`src/design/gdio_pkg.sv`:
```
// Package: constants for the filtered digital I/O port block
`default_nettype none
package gdio_pkg;
  localparam int GDIO_CHANNELS = 16;
  localparam int GDIO_CLK_HZ = 25_000_000;
  // Filter settle time in microseconds
  localparam int GDIO_FILT_TIME_US = 10;
  localparam int GDIO_FILT_CYCLES = (GDIO_FILT_TIME_US * (GDIO_CLK_HZ / 1_000_000));
  localparam logic [15:0] GDIO_OUT_RESET = 16'hFFFF;
  localparam logic [15:0] GDIO_ZERO = 16'h0000;
  localparam logic GDIO_EDGE_FALL = 1'b0;
  localparam logic GDIO_EDGE_RISE = 1'b1;
endpackage : gdio_pkg
`default_nettype wire

```
`src/design/gdio_port.sv`:
```
// Sixteen-in, sixteen-out filtered digital port with edge interrupts
// Functional notes
// - Sixteen input channels, each usable as an interrupt source.
// - Sixteen output channels set by software over the host side.
// - Per-line interrupt enable and selectable trigger edge.
// - Selected edge on an enabled filtered input raises an interrupt.
// - All sixteen interrupt sources merge onto one interrupt line.
// - Digital filter rejects noise pulses and chatter on every input.
// - Negative logic: data 1 means low pin level, 0 means high.
// - All outputs forced off from reset until software writes.
`default_nettype none
module gdio_port
  import gdio_pkg::*;
#(
  parameter int CHANNELS = GDIO_CHANNELS,
  parameter int FILT_CYCLES = GDIO_FILT_CYCLES
) (
  // Clock and reset
  input wire logic sys_clk,
  input wire logic sys_rst,
  // Input pins, raw from isolators
  input wire logic [CHANNELS-1:0] in_pin,
  // Output pins, high level means switch off
  output logic [CHANNELS-1:0] out_pin,
  // Host side: output data
  input wire logic out_wr,
  input wire logic [CHANNELS-1:0] out_wdata,
  // Host side: interrupt setup
  input wire logic cfg_wr,
  input wire logic [CHANNELS-1:0] cfg_irq_en,
  input wire logic [CHANNELS-1:0] cfg_edge,
  // Host side: clear, one bit per source
  input wire logic irq_clr,
  input wire logic [CHANNELS-1:0] irq_clr_mask,
  // Host side: status
  output logic [CHANNELS-1:0] in_data,
  output logic [CHANNELS-1:0] irq_pending,
  output logic irq_out
);
  localparam int CW = $clog2(FILT_CYCLES + 1);
  localparam logic [CW-1:0] FILT_LAST = CW'(FILT_CYCLES - 1);

  logic [CHANNELS-1:0] sync1;
  logic [CHANNELS-1:0] sync2;
  logic [CHANNELS-1:0] filt;
  logic [CHANNELS-1:0] filt_d;
  logic [CHANNELS-1:0] irq_en;
  logic [CHANNELS-1:0] edge_sel;
  logic [CHANNELS-1:0] out_data;
  logic [CHANNELS-1:0] rise;
  logic [CHANNELS-1:0] fall;
  logic [CHANNELS-1:0] hit;
  logic [CHANNELS-1:0] next_pending;
  logic [CHANNELS-1:0] clr_bits;

  // Pins cross in from the isolators asynchronously
  // Reset to the idle pin level so no false edge follows reset
  always_ff @(posedge sys_clk) begin
    if (sys_rst) begin
      sync1 <= GDIO_OUT_RESET;
      sync2 <= GDIO_OUT_RESET;
    end else begin
      sync1 <= in_pin;
      sync2 <= sync1;
    end
  end

  // per-channel filter
  // A level must hold for FILT_CYCLES before it is accepted; shorter pulses vanish
  genvar g;
  generate
    for (g = 0; g < CHANNELS; g++) begin : g_filt
      logic [CW-1:0] cnt;
      wire differs = (sync2[g] != filt[g]);
      always_ff @(posedge sys_clk) begin
        if (sys_rst) begin
          cnt <= '0;
          filt[g] <= 1'b1;
        end else if (!differs) begin
          cnt <= '0;
        end else if (cnt == FILT_LAST) begin
          cnt <= '0;
          filt[g] <= sync2[g];
        end else begin
          cnt <= cnt + 1'b1;
        end
      end
    end
  endgenerate

  // data bit is the inverted pin level
  // all sixteen channels feed edge detection
  assign rise = ~filt & filt_d;
  assign fall = filt & ~filt_d;
  // enable and edge choice per line
  // edge select: rise means data 0 to 1, pin high to low
  assign hit = irq_en & ((edge_sel & rise) | (~edge_sel & fall));
  // Mask only counts while the clear strobe is high
  assign clr_bits = irq_clr ? irq_clr_mask : GDIO_ZERO;
  // set wins over a clear in the same cycle
  assign next_pending = (irq_pending & ~clr_bits) | hit;

  always_ff @(posedge sys_clk) begin
    if (sys_rst) begin
      filt_d <= GDIO_OUT_RESET;
      in_data <= GDIO_ZERO;
      irq_pending <= GDIO_ZERO;
      irq_out <= 1'b0;
    end else begin
      filt_d <= filt;
      in_data <= ~filt;
      irq_pending <= next_pending;
      // merge all sources onto one line
      irq_out <= |next_pending;
    end
  end

  always_ff @(posedge sys_clk) begin
    if (sys_rst) begin
      irq_en <= GDIO_ZERO;
      edge_sel <= GDIO_ZERO;
    end else if (cfg_wr) begin
      irq_en <= cfg_irq_en;
      edge_sel <= cfg_edge;
    end
  end

  always_ff @(posedge sys_clk) begin
    if (sys_rst) begin
      out_data <= GDIO_ZERO;
      out_pin <= GDIO_OUT_RESET;
    end else begin
      if (out_wr) begin
        out_data <= out_wdata;
      end
      // Write bypasses out_data so the pin follows one edge after the strobe
      // data 1 drives the pin low
      out_pin <= out_wr ? ~out_wdata : ~out_data;
    end
  end

  // Filter check helper: run length of the synchronised level on channel 0
  // Kept apart from the filter counter so a broken filter cannot hide itself
  logic [CW-1:0] run0;
  logic sync2_d0;
  always_ff @(posedge sys_clk) begin
    if (sys_rst) begin
      run0 <= '0;
      sync2_d0 <= 1'b1;
    end else begin
      sync2_d0 <= sync2[0];
      if (sync2[0] != sync2_d0) begin
        run0 <= '0;
      end else if (run0 != FILT_LAST) begin
        run0 <= run0 + 1'b1;
      end
    end
  end

  // Per-channel interrupt checks
  for (g = 0; g < CHANNELS; g++) begin : g_irq_chk

  end
endmodule : gdio_port
`default_nettype wire

```
`config.mk`:
```
export PLATFORM = sky130hd
export DESIGN_NAME = gdio_port
export DESIGN_NICKNAME = d
export VERILOG_FILES = /design/src/design/gdio_pkg.sv /design/src/design/gdio_port.sv
export SDC_FILE = /design/constraint.sdc
export NUM_CORES = 1
export LEC_CHECK = 0
export BUFFER_PORTS_ARGS = -buffer_cell sky130_fd_sc_hd__buf_4
export CORE_ASPECT_RATIO = 0.6
export CORE_MARGIN = 3
export CORE_UTILIZATION = 55
export DETAILED_ROUTE_END_ITERATION = 7
export GPL_TIMING_DRIVEN = 0
export HOLD_SLACK_MARGIN = 0.15
export PLACE_DENSITY = 0.76
export SYNTH_ARGS = -nofsm -noshare
export SYNTH_HDL_FRONTEND = slang
export SYNTH_SLANG_ARGS = --single-unit
```
`constraint.sdc`:
```
create_clock -name sys_clk -period 1.7 [get_ports sys_clk]
set_input_delay 0.17 -clock sys_clk [delete_from_list [all_inputs] [get_ports sys_clk]]
set_output_delay 0.17 -clock sys_clk [all_outputs]
set_load 0.005 [all_outputs]
```
==> metrics.txt, run 1 <==
First-pass DRT Iterations=4; Hold WS=0.169 ns; Final Max Tran Viols=0; peak supply drop=0.677 mV; HP Class=in -> reg; PortBufs=130; DIE WIDTH=187 um; Cell Chain, Critical Path=and4b_1, a311oi_2, nand4_1, nor2_1, a21oi_1; Fmax achieved=610 MHz; hold depth=4; syn nets=between 1,000 and 1,500; CTS Buf Count=26; Critical Path RT=2.10 ns; first-pass GRT wire length=40,300 um; fraction of the yosys area taken by sequential cells=between 50% and 60%; Mapped Cells=1,086; Power Density=about 1000 nW/um^2; DIE HEIGHT=115 um; via count=between 7,000 and 8,000; clk_lat worst skew=0.53 ns; area occupied by multi-input gates=roughly 4700 um^2; DRC=0; crit path capture type=flop; CP top delay family=simple AND/OR/NAND/NOR gates; commonest cells after routing, fill and taps aside=289 x dfxtp_1, 225 x nor2_1, 131 x buf_4; gr usage total=between 20% and 30%; post-synthesis cell area=10,800 um^2; crit-path max FO=5; Worst Reg2Reg Path Length in Cells=5; Std-Cell Rows=39; WL/cell=around 15 um; endpoints failing setup=0; Final Hold Violating Endpoints=0; CTS tree=yes; status=completed; Worst Path Arrival=2.03 ns; Design Area, Final=13,900 um^2; Detail Route Antenna Nets=0; CP Launch Type=flop; floorplan core area=19,200 um^2; placed cells=1,482; Hold Path End=irq_pending[4]; setup bufs post-CTS=0; clk sinks=289; Initial Util=56.5%; CP max-delay cell=dfxtp_1; Max Cap Viol=0; Longest Clk Path Bufs=3; Finished Layout Cells=between 1,500 and 2,000; R2R Setup Slk=0.06 ns; number of global-route vias before repair=7,977; H-Tree Depth=1; mean number of vias per cell=between 4 and 5; Post-Place Cell Area=12,100 um^2; CP bufs+invs=0; clk_skew=between 0.01 and 0.015 ns; Ys Warns=0; slack of the critical path=around 0.062 ns; register area=about 5800 um^2; synth top area cells=dfxtp_1 53%, nor2_1 7.8%, xnor2_1 5.3%; worst slew pin tran=approximately 0.71 ns; Syn-to-layout area delta=28.7%; GRT overflow=0; Setup TNS=0 ns; RSZ-0062 raised after global routing=false; CP peak stage delay=0.45 ns; leakage power total=roughly 5.7 nW; initial DRC count=413; RePlAce Congestion=0.829; most common cell after layout, fill and taps aside=dfxtp_1; layout cells sized above 1=23.2%; largest net degree at the start of global routing=17; worst r2r src=filt[3]; clock transition at the registers of the reported paths=0.07 ns; Layout Utilization=72.7%; Die ar.=21,500 um^2; Total Power=about 14 mW; Distinct cells, synth=32; part of the cycle the worst path needs=96.4%; diode count=0; post-synth top area share=53.4%; Synth area leader=dfxtp_1; fillcell total=1,386; initial antenna violation count=0; root buf cell=clkbuf_16; fin nets=1,442; min-delay src=irq_clr_mask[4]; Setup Crit Path Kind=reg -> reg; pre-CTS setup slack=-0.176 ns; synthesized area per cell=~10 um^2; Post-DP HPWL=~16,000 um; drt total wl=about 25,000 um; slew margin rel.=between 50% and 60%; Reg-to-Reg End=irq_out; Tmin final=1.64 ns; #FFs+latches synth=a little under 300; Ports=134
## routing by layer
layer  GRT usage (%)  wire, um
met1            32.1     12100
met2            38.1     11100
met3            4.17      1190
met4            4.93       411
met5               0         0
## worst max-delay path by stage
| stage | to | slack [ns] | cells after the start | start |
|---|---|---|---|---|
| 2_1_floorplan | g_filt[4].cnt[2] | 0.41 | 7 | g_filt[4].cnt[1] |
| 3_3_place_gp | sync2[9] | -0.20 | 5 | sys_rst |
| 3_5_place_dp | sync2[2] | -0.18 | 5 | sys_rst |
| 4_1_cts | irq_out | 0.02 | 5 | filt[2] |
| 5_1_grt | irq_out | 0.03 | 5 | filt[3] |
| 6_report | irq_out | 0.06 | 5 | filt[3] |
## power by group
part           internal, mW  switching (mW)
combinational         0.415           0.317
clock                  3.89            2.55
sequential             6.91          0.0763
total                  11.2            2.94
## flip-flops by register name (all words and copies together) (netlist names)
register     count
edge_sel        16
irq_pending     16
irq_out          1
irq_en          16
sync2           16
out_data        16
filt            16
in_data         16
g_filt.cnt     128
out_pin         16
filt_d          16
sync1           16
## tightest hold or removal path: stages
cell and delay, ns:
buf_4 0.08, a21boi_0 0.09, a311oi_2 0.24, nor2_1 0.06
## final cells by class
cell class	count	share of cell area [%]
buffer	39	1.54
inverter	48	1.29
clock inverter	13	1.46
multi-input combinational	710	33.6
sequential	289	41.5
timing repair buffer	211	12.8
tap	266	2.39
clock buffer	35	5.42
## kinds of logic after synthesis
kind of cell / Yosys count / synth area share (%)
mux: 48 / 4.43
compound gates: 41 / 3.12
buf+inv: 87 / 3.65
flops: 289 / 53.4
simple gates: 477 / 22.7
xor+xnor: 112 / 9.05
fa+ha+maj: 32 / 3.69
## cell usage after synthesis, drive strengths merged
library cell,instances
dfxtp,289
nor2,234
xnor2,65
nand2,55
inv,48
mux2i,48
or2,48
nand3,47
xor2,47
buf,32
ha,32
a211o,16
and3,16
and4b,16
nor2b,16
nor3,16
or3,16
a211oi,8
a21boi,8
a311oi,8
nor4bb,8
clkbuf,7
nand4,5
a21oi,1
## timing repair
item	4_1_cts	5_1_grt
endpoints found under the hold margin	90	0
hold buffers	81	0
gates resized for setup	1	4
endpoints found under the setup margin	1	1
Power figures use the tool's default switching activity.
==> run 2: changes to the inputs <==
--- a/config.mk
+++ b/config.mk
@@ -12,7 +12,7 @@
 export DETAILED_ROUTE_END_ITERATION = 7
 export GPL_TIMING_DRIVEN = 0
 export HOLD_SLACK_MARGIN = 0.15
-export PLACE_DENSITY = 0.76
+export PLACE_DENSITY_LB_ADDON = 0.2
 export SYNTH_ARGS = -nofsm -noshare
 export SYNTH_HDL_FRONTEND = slang
 export SYNTH_SLANG_ARGS = --single-unit
==> run 2 against run 1 <==
Compared with the run above: combinational power shrank 0.7%; first-iteration DRC count shrank 5.6%; via count shrank 0.16%; critical path type unchanged; worst hold slack lost 0.0073 ns; non-clock buffer count shrank 1.
==> metrics.txt, run 2 (synthesized netlist as in run 1, its figures left out) <==
Initial Util=around 57%; fillcell total=1,414; Die ar.=21,500 um^2; fin nets=roughly 1,400; Setup Crit Path Kind=reg -> reg; Worst Reg2Reg Path Length in Cells=5; area occupied by multi-input gates=4700 um^2; CTS Buf Count=26; PortBufs=130; Std-Cell Rows=39; Internal Power=10.6 mW; Comb pwr share=around 5.4%; sequential share of power=52.0%; Final Hold Violating Endpoints=0; crit-path max FO=5; GRT overflow=0; via count=7,871; Syn-to-layout area delta=27.6%; endpoints failing setup=0; CP Launch Type=flop; slew margin rel.=approximately half; RSZ-0062 raised after global routing=false; switching pwr=2.84 mW; setup bufs post-CTS=0; CTS tree=yes; first-pass GRT wire length=39,400 um; min-delay src=irq_clr_mask[4]; most common cell after layout, fill and taps aside=dfxtp_1; Finished Layout Cells=around 1,600; Post-DP HPWL=16,400 um; part of the cycle the worst path needs=95.5%; Ports=134; Tmin final=approximately 1.6 ns; commonest cells after routing, fill and taps aside=289 x dfxtp_1, 225 x nor2_1, 131 x buf_4; Hold Path End=irq_pending[4]; leakage power total=5.60 nW; layout cells sized above 1=23.1%; R2R Setup Slk=0.08 ns; First-pass DRT Iterations=5; peak supply drop=about 0.74 mV; number of global-route vias before repair=just under 8,000; H-Tree Depth=1; register area=5790 um^2; mean number of vias per cell=4.89; Critical Path RT=about 2.1 ns; Clk pwr share=42.6%; initial DRC count=390; sw frac=21.1%; Detail Route Antenna Nets=0; initial antenna violation count=0; placed cells=1,482; clock transition at the registers of the reported paths=about 0.070 ns; Setup TNS=0 ns; Biggest register=g_filt.cnt; RePlAce Congestion=0.826; gr usage total=between 20% and 30%; Largest register FFs=~130; DIE WIDTH=187 um; clk sinks=289; worst slew pin tran=0.745 ns; Power Density=971 nW/um^2; floorplan core area=19,200 um^2; hold depth=4; Reg-to-Reg End=irq_out; clk_lat worst skew=0.53 ns; Max Cap Viol=0; DIE HEIGHT=115 um; WL/cell=between 15 and 20 um; clk_skew=0.00645 ns; largest net degree at the start of global routing=16; worst r2r src=filt[4]; Fmax achieved=616 MHz; HP Class=in -> reg; Final Max Tran Viols=0; DRC=0; root buf cell=clkbuf_16; crit path capture type=flop; drt total wl=24,600 um; Worst Path Arrival=2.02 ns; Longest Clk Path Bufs=3; status=completed
-- run 2: repair_timing --
action	4_1_cts	5_1_grt
hold endpoints to repair	88	0
endpoints found under the setup margin	1	1
hold buffers	80	0
resized for setup	4	3
pin swaps	0	0
-- run 2: worst max path at each step --
stage | start | to | slack, ns | depth (start not counted)
final | filt[4] | irq_out | 0.08 | 5
after detailed placement | sys_rst | sync1[8] | -0.25 | 5
after global routing | filt[0] | irq_out | 0.009 | 5
after global placement | sys_rst | sync1[8] | -0.25 | 5
after floorplan | g_filt[4].cnt[1] | g_filt[4].cnt[2] | 0.41 | 7
after CTS | filt[2] | irq_out | 0.03 | 5
-- run 2: power by group through the flow --
stage          Sequential, mW  Clock (mW)  Combinational (mW)
2_1_floorplan            7.11           0               0.267
3_3_place_gp             7.12           0               0.553
3_5_place_dp             7.13           0               0.559
4_1_cts                  6.98        5.83               0.718
5_1_grt                  6.99        6.09               0.785
6_report                 6.98        5.73               0.727
-- run 2: area by class of cell --
cell class                      count  share of cell area [%]
Antenna cell                        1                  0.0181
Buffer                             39                    1.56
Clock buffer                       38                    5.55
Clock inverter                      9                   0.507
Inverter                           48                    1.30
Multi-Input combinational cell    710                    34.0
Sequential cell                   289                    41.8
Tap cell                          266                    2.41
Timing Repair Buffer              210                    12.8
-- run 2: per-layer routing --
layer  vias to the layer above  global-route usage (%)  part of all wire [%]
met4                         0                    4.78                   1.8
met1                      3654                    32.3                    49
met3                        32                    3.56                   4.5
met2                       165                    36.9                    44
li1                       4020                       -                     -
met5                         -                       0                     0
-- run 2: stage by stage --
stage	instance area (um^2)	utilization, %	total power, mW	hold slack, ns	worst slack [ns]
floorplan	10800	-	7.38	0.274	0.414
global placement	12100	63.3	7.68	0.355	-0.246
detailed placement	12100	63.3	7.69	0.357	-0.247
CTS	13800	72.0	13.5	0.150	0.0349
global route	13800	72.1	13.9	0.181	0.00927
finish	13800	72.1	13.4	0.162	0.0766
-- run 2: critical path: stages (launching register included) --
cell	delay, ns
dfxtp_1	0.44
and4b_1	0.24
a311oi_2	0.35
nand4_1	0.20
nor2_1	0.18
a21oi_1	0.09
==> run 3: changes to the inputs <==
--- a/config.mk
+++ b/config.mk
@@ -12,7 +12,7 @@
 export DETAILED_ROUTE_END_ITERATION = 7
 export GPL_TIMING_DRIVEN = 0
 export HOLD_SLACK_MARGIN = 0.15
-export PLACE_DENSITY_LB_ADDON = 0.2
+export PLACE_DENSITY = 0.76
 export SYNTH_ARGS = -nofsm -noshare
 export SYNTH_HDL_FRONTEND = slang
 export SYNTH_SLANG_ARGS = --single-unit
==> constraint.sdc (replaced) <==
create_clock -name sys_clk -period 1.7 [get_ports sys_clk]
set_input_delay 0.34 -clock sys_clk [delete_from_list [all_inputs] [get_ports sys_clk]]
set_output_delay 0.34 -clock sys_clk [all_outputs]
set_load 0.005 [all_outputs]
==> run 3 against run 2 <==
Compared with the run above: utilization is 0.38 points lower; flip-flop and latch count stayed put; first-iteration DRC count is 6.9% higher; critical path depth stayed put; die area stayed put; power is 5.0% higher; largest cell class unchanged.
==> metrics.txt, run 3 (synthesized netlist as in run 1, its figures left out) <==
CP peak stage delay=between 0.4 and 0.5 ns; clk_skew=0.0129 ns; placed cells=1,482; root buf cell=clkbuf_16; worst r2r src=filt[3]; fin nets=1,423; clk sinks=between 200 and 300; endpoints failing setup=0; slew margin rel.=51.9%; Max Cap Viol=0; DIE WIDTH=187 um; Finished Layout Cells=about 1,600; Critical Path RT=2.10 ns; CP bufs+invs=0; initial DRC count=417; Setup Crit Path Kind=reg -> reg; PortBufs=130; part of the cycle the worst path needs=95.7%; clock transition at the registers of the reported paths=0.07 ns; Tmin final=1.63 ns; drt total wl=between 20,000 and 25,000 um; WL/cell=15.2 um; via count=between 7,000 and 8,000; Std-Cell Rows=39; peak supply drop=0.675 mV; mean number of vias per cell=between 4 and 5; Initial Util=56.5%; DRC=0; CTS tree=yes; crit-path max FO=5; Final Hold Violating Endpoints=0; number of global-route vias before repair=7,831; Ports=134; RSZ-0062 raised after global routing=false; Die ar.=between 20,000 and 25,000 um^2; commonest cells after routing, fill and taps aside=289 x dfxtp_1, 225 x nor2_1, 131 x buf_4; Longest Clk Path Bufs=3; layout cells sized above 1=23.5%; min-delay src=cfg_edge[12]; most common cell after layout, fill and taps aside=dfxtp_1; Cell Chain, Critical Path=and4b_1, a311oi_2, nand4_1, nor2_1, a21oi_1; largest net degree at the start of global routing=17; CP Launch Point=filt[3]; Detail Route Antenna Nets=0; CTS Buf Count=26; Fmax achieved=615 MHz; clk_lat worst skew=0.53 ns; gr usage total=between 20% and 30%; Hold WS=~0.15 ns; GRT overflow=0; Largest register FFs=128; CP top delay family=simple AND/OR/NAND/NOR gates; First-pass DRT Iterations=5; status=completed; HP Class=in -> reg; Worst Path Arrival=2.02 ns; leakage power total=5.58 nW; DIE HEIGHT=115 um; diode count=0; Design Area, Final=approximately 14,000 um^2; H-Tree Depth=1; Syn-to-layout area delta=26.9%; Total Power=14.1 mW; pre-CTS setup slack=-0.346 ns; first-pass GRT wire length=39,400 um; Post-DP HPWL=between 15,000 and 20,000 um; Power Density=between 1000 and 1500 nW/um^2; crit path capture type=flop; initial antenna violation count=0; slack of the critical path=0.0735 ns; worst slew pin tran=between 0.7 and 0.8 ns; setup bufs post-CTS=0; CP Launch Type=flop; RePlAce Congestion=0.829; CP max-delay cell=dfxtp_1; fillcell total=1,417; Post-Place Cell Area=12,100 um^2; floorplan core area=approximately 19,000 um^2; Final Max Tran Viols=0; Biggest register=g_filt.cnt
run 3: metrics by stage:
step	setup TNS [ns]	util, %
after global placement	-26.89	63.3
final	0	71.7
after global routing	0	71.7
after detailed placement	-22.08	63.3
after floorplan	0	-
after CTS	0	71.6
run 3: layout make-up:
class	count	area [um^2]	share of cell area [%]
Clock inverter	13	204	1.48
Clock buffer	35	756	5.49
Buffer	39	215	1.56
Timing Repair Buffer	192	1600	11.6
Sequential cell	289	5790	42.1
Multi-Input combinational cell	710	4690	34.1
Tap cell	266	333	2.42
Inverter	48	180	1.31
run 3: worst reg2reg max path, cell delays in order (launching register included):
cell	delay, ns
dfxtp_1	0.43
and4b_1	0.24
a311oi_2	0.33
nand4_1	0.22
nor2_1	0.20
a21oi_1	0.08
run 3: per-layer routing:
layer,GRT usage [%],vias to the layer above,wire [um]
met3,4.75,37,1450
met2,37.0,186,10700
li1,-,3971,-
met4,4.38,0,349
met5,0,-,0
met1,31.4,3620,11800
run 3: where the power goes:
part | internal, mW | switching (mW)
registers | 6.91 | 0.0751
clock network | 3.89 | 2.55
logic | 0.380 | 0.304
total | 11.2 | 2.92
run 3: repair_timing:
item | 4_1_cts | 5_1_grt
resized for setup | 1 | 4
pin swaps | 0 | 0
hold endpoints to repair | 63 | 0
hold buffers | 62 | 0
setup endpoints to repair | 1 | 1
run 3: final timing paths:
kind             endpoint  slack, ns  depth (start not counted)
max reg2reg       irq_out       0.07                          5
min          edge_sel[12]       0.15                          3
min reg2reg      sync2[1]       0.41                          1
max               irq_out       0.07                          5
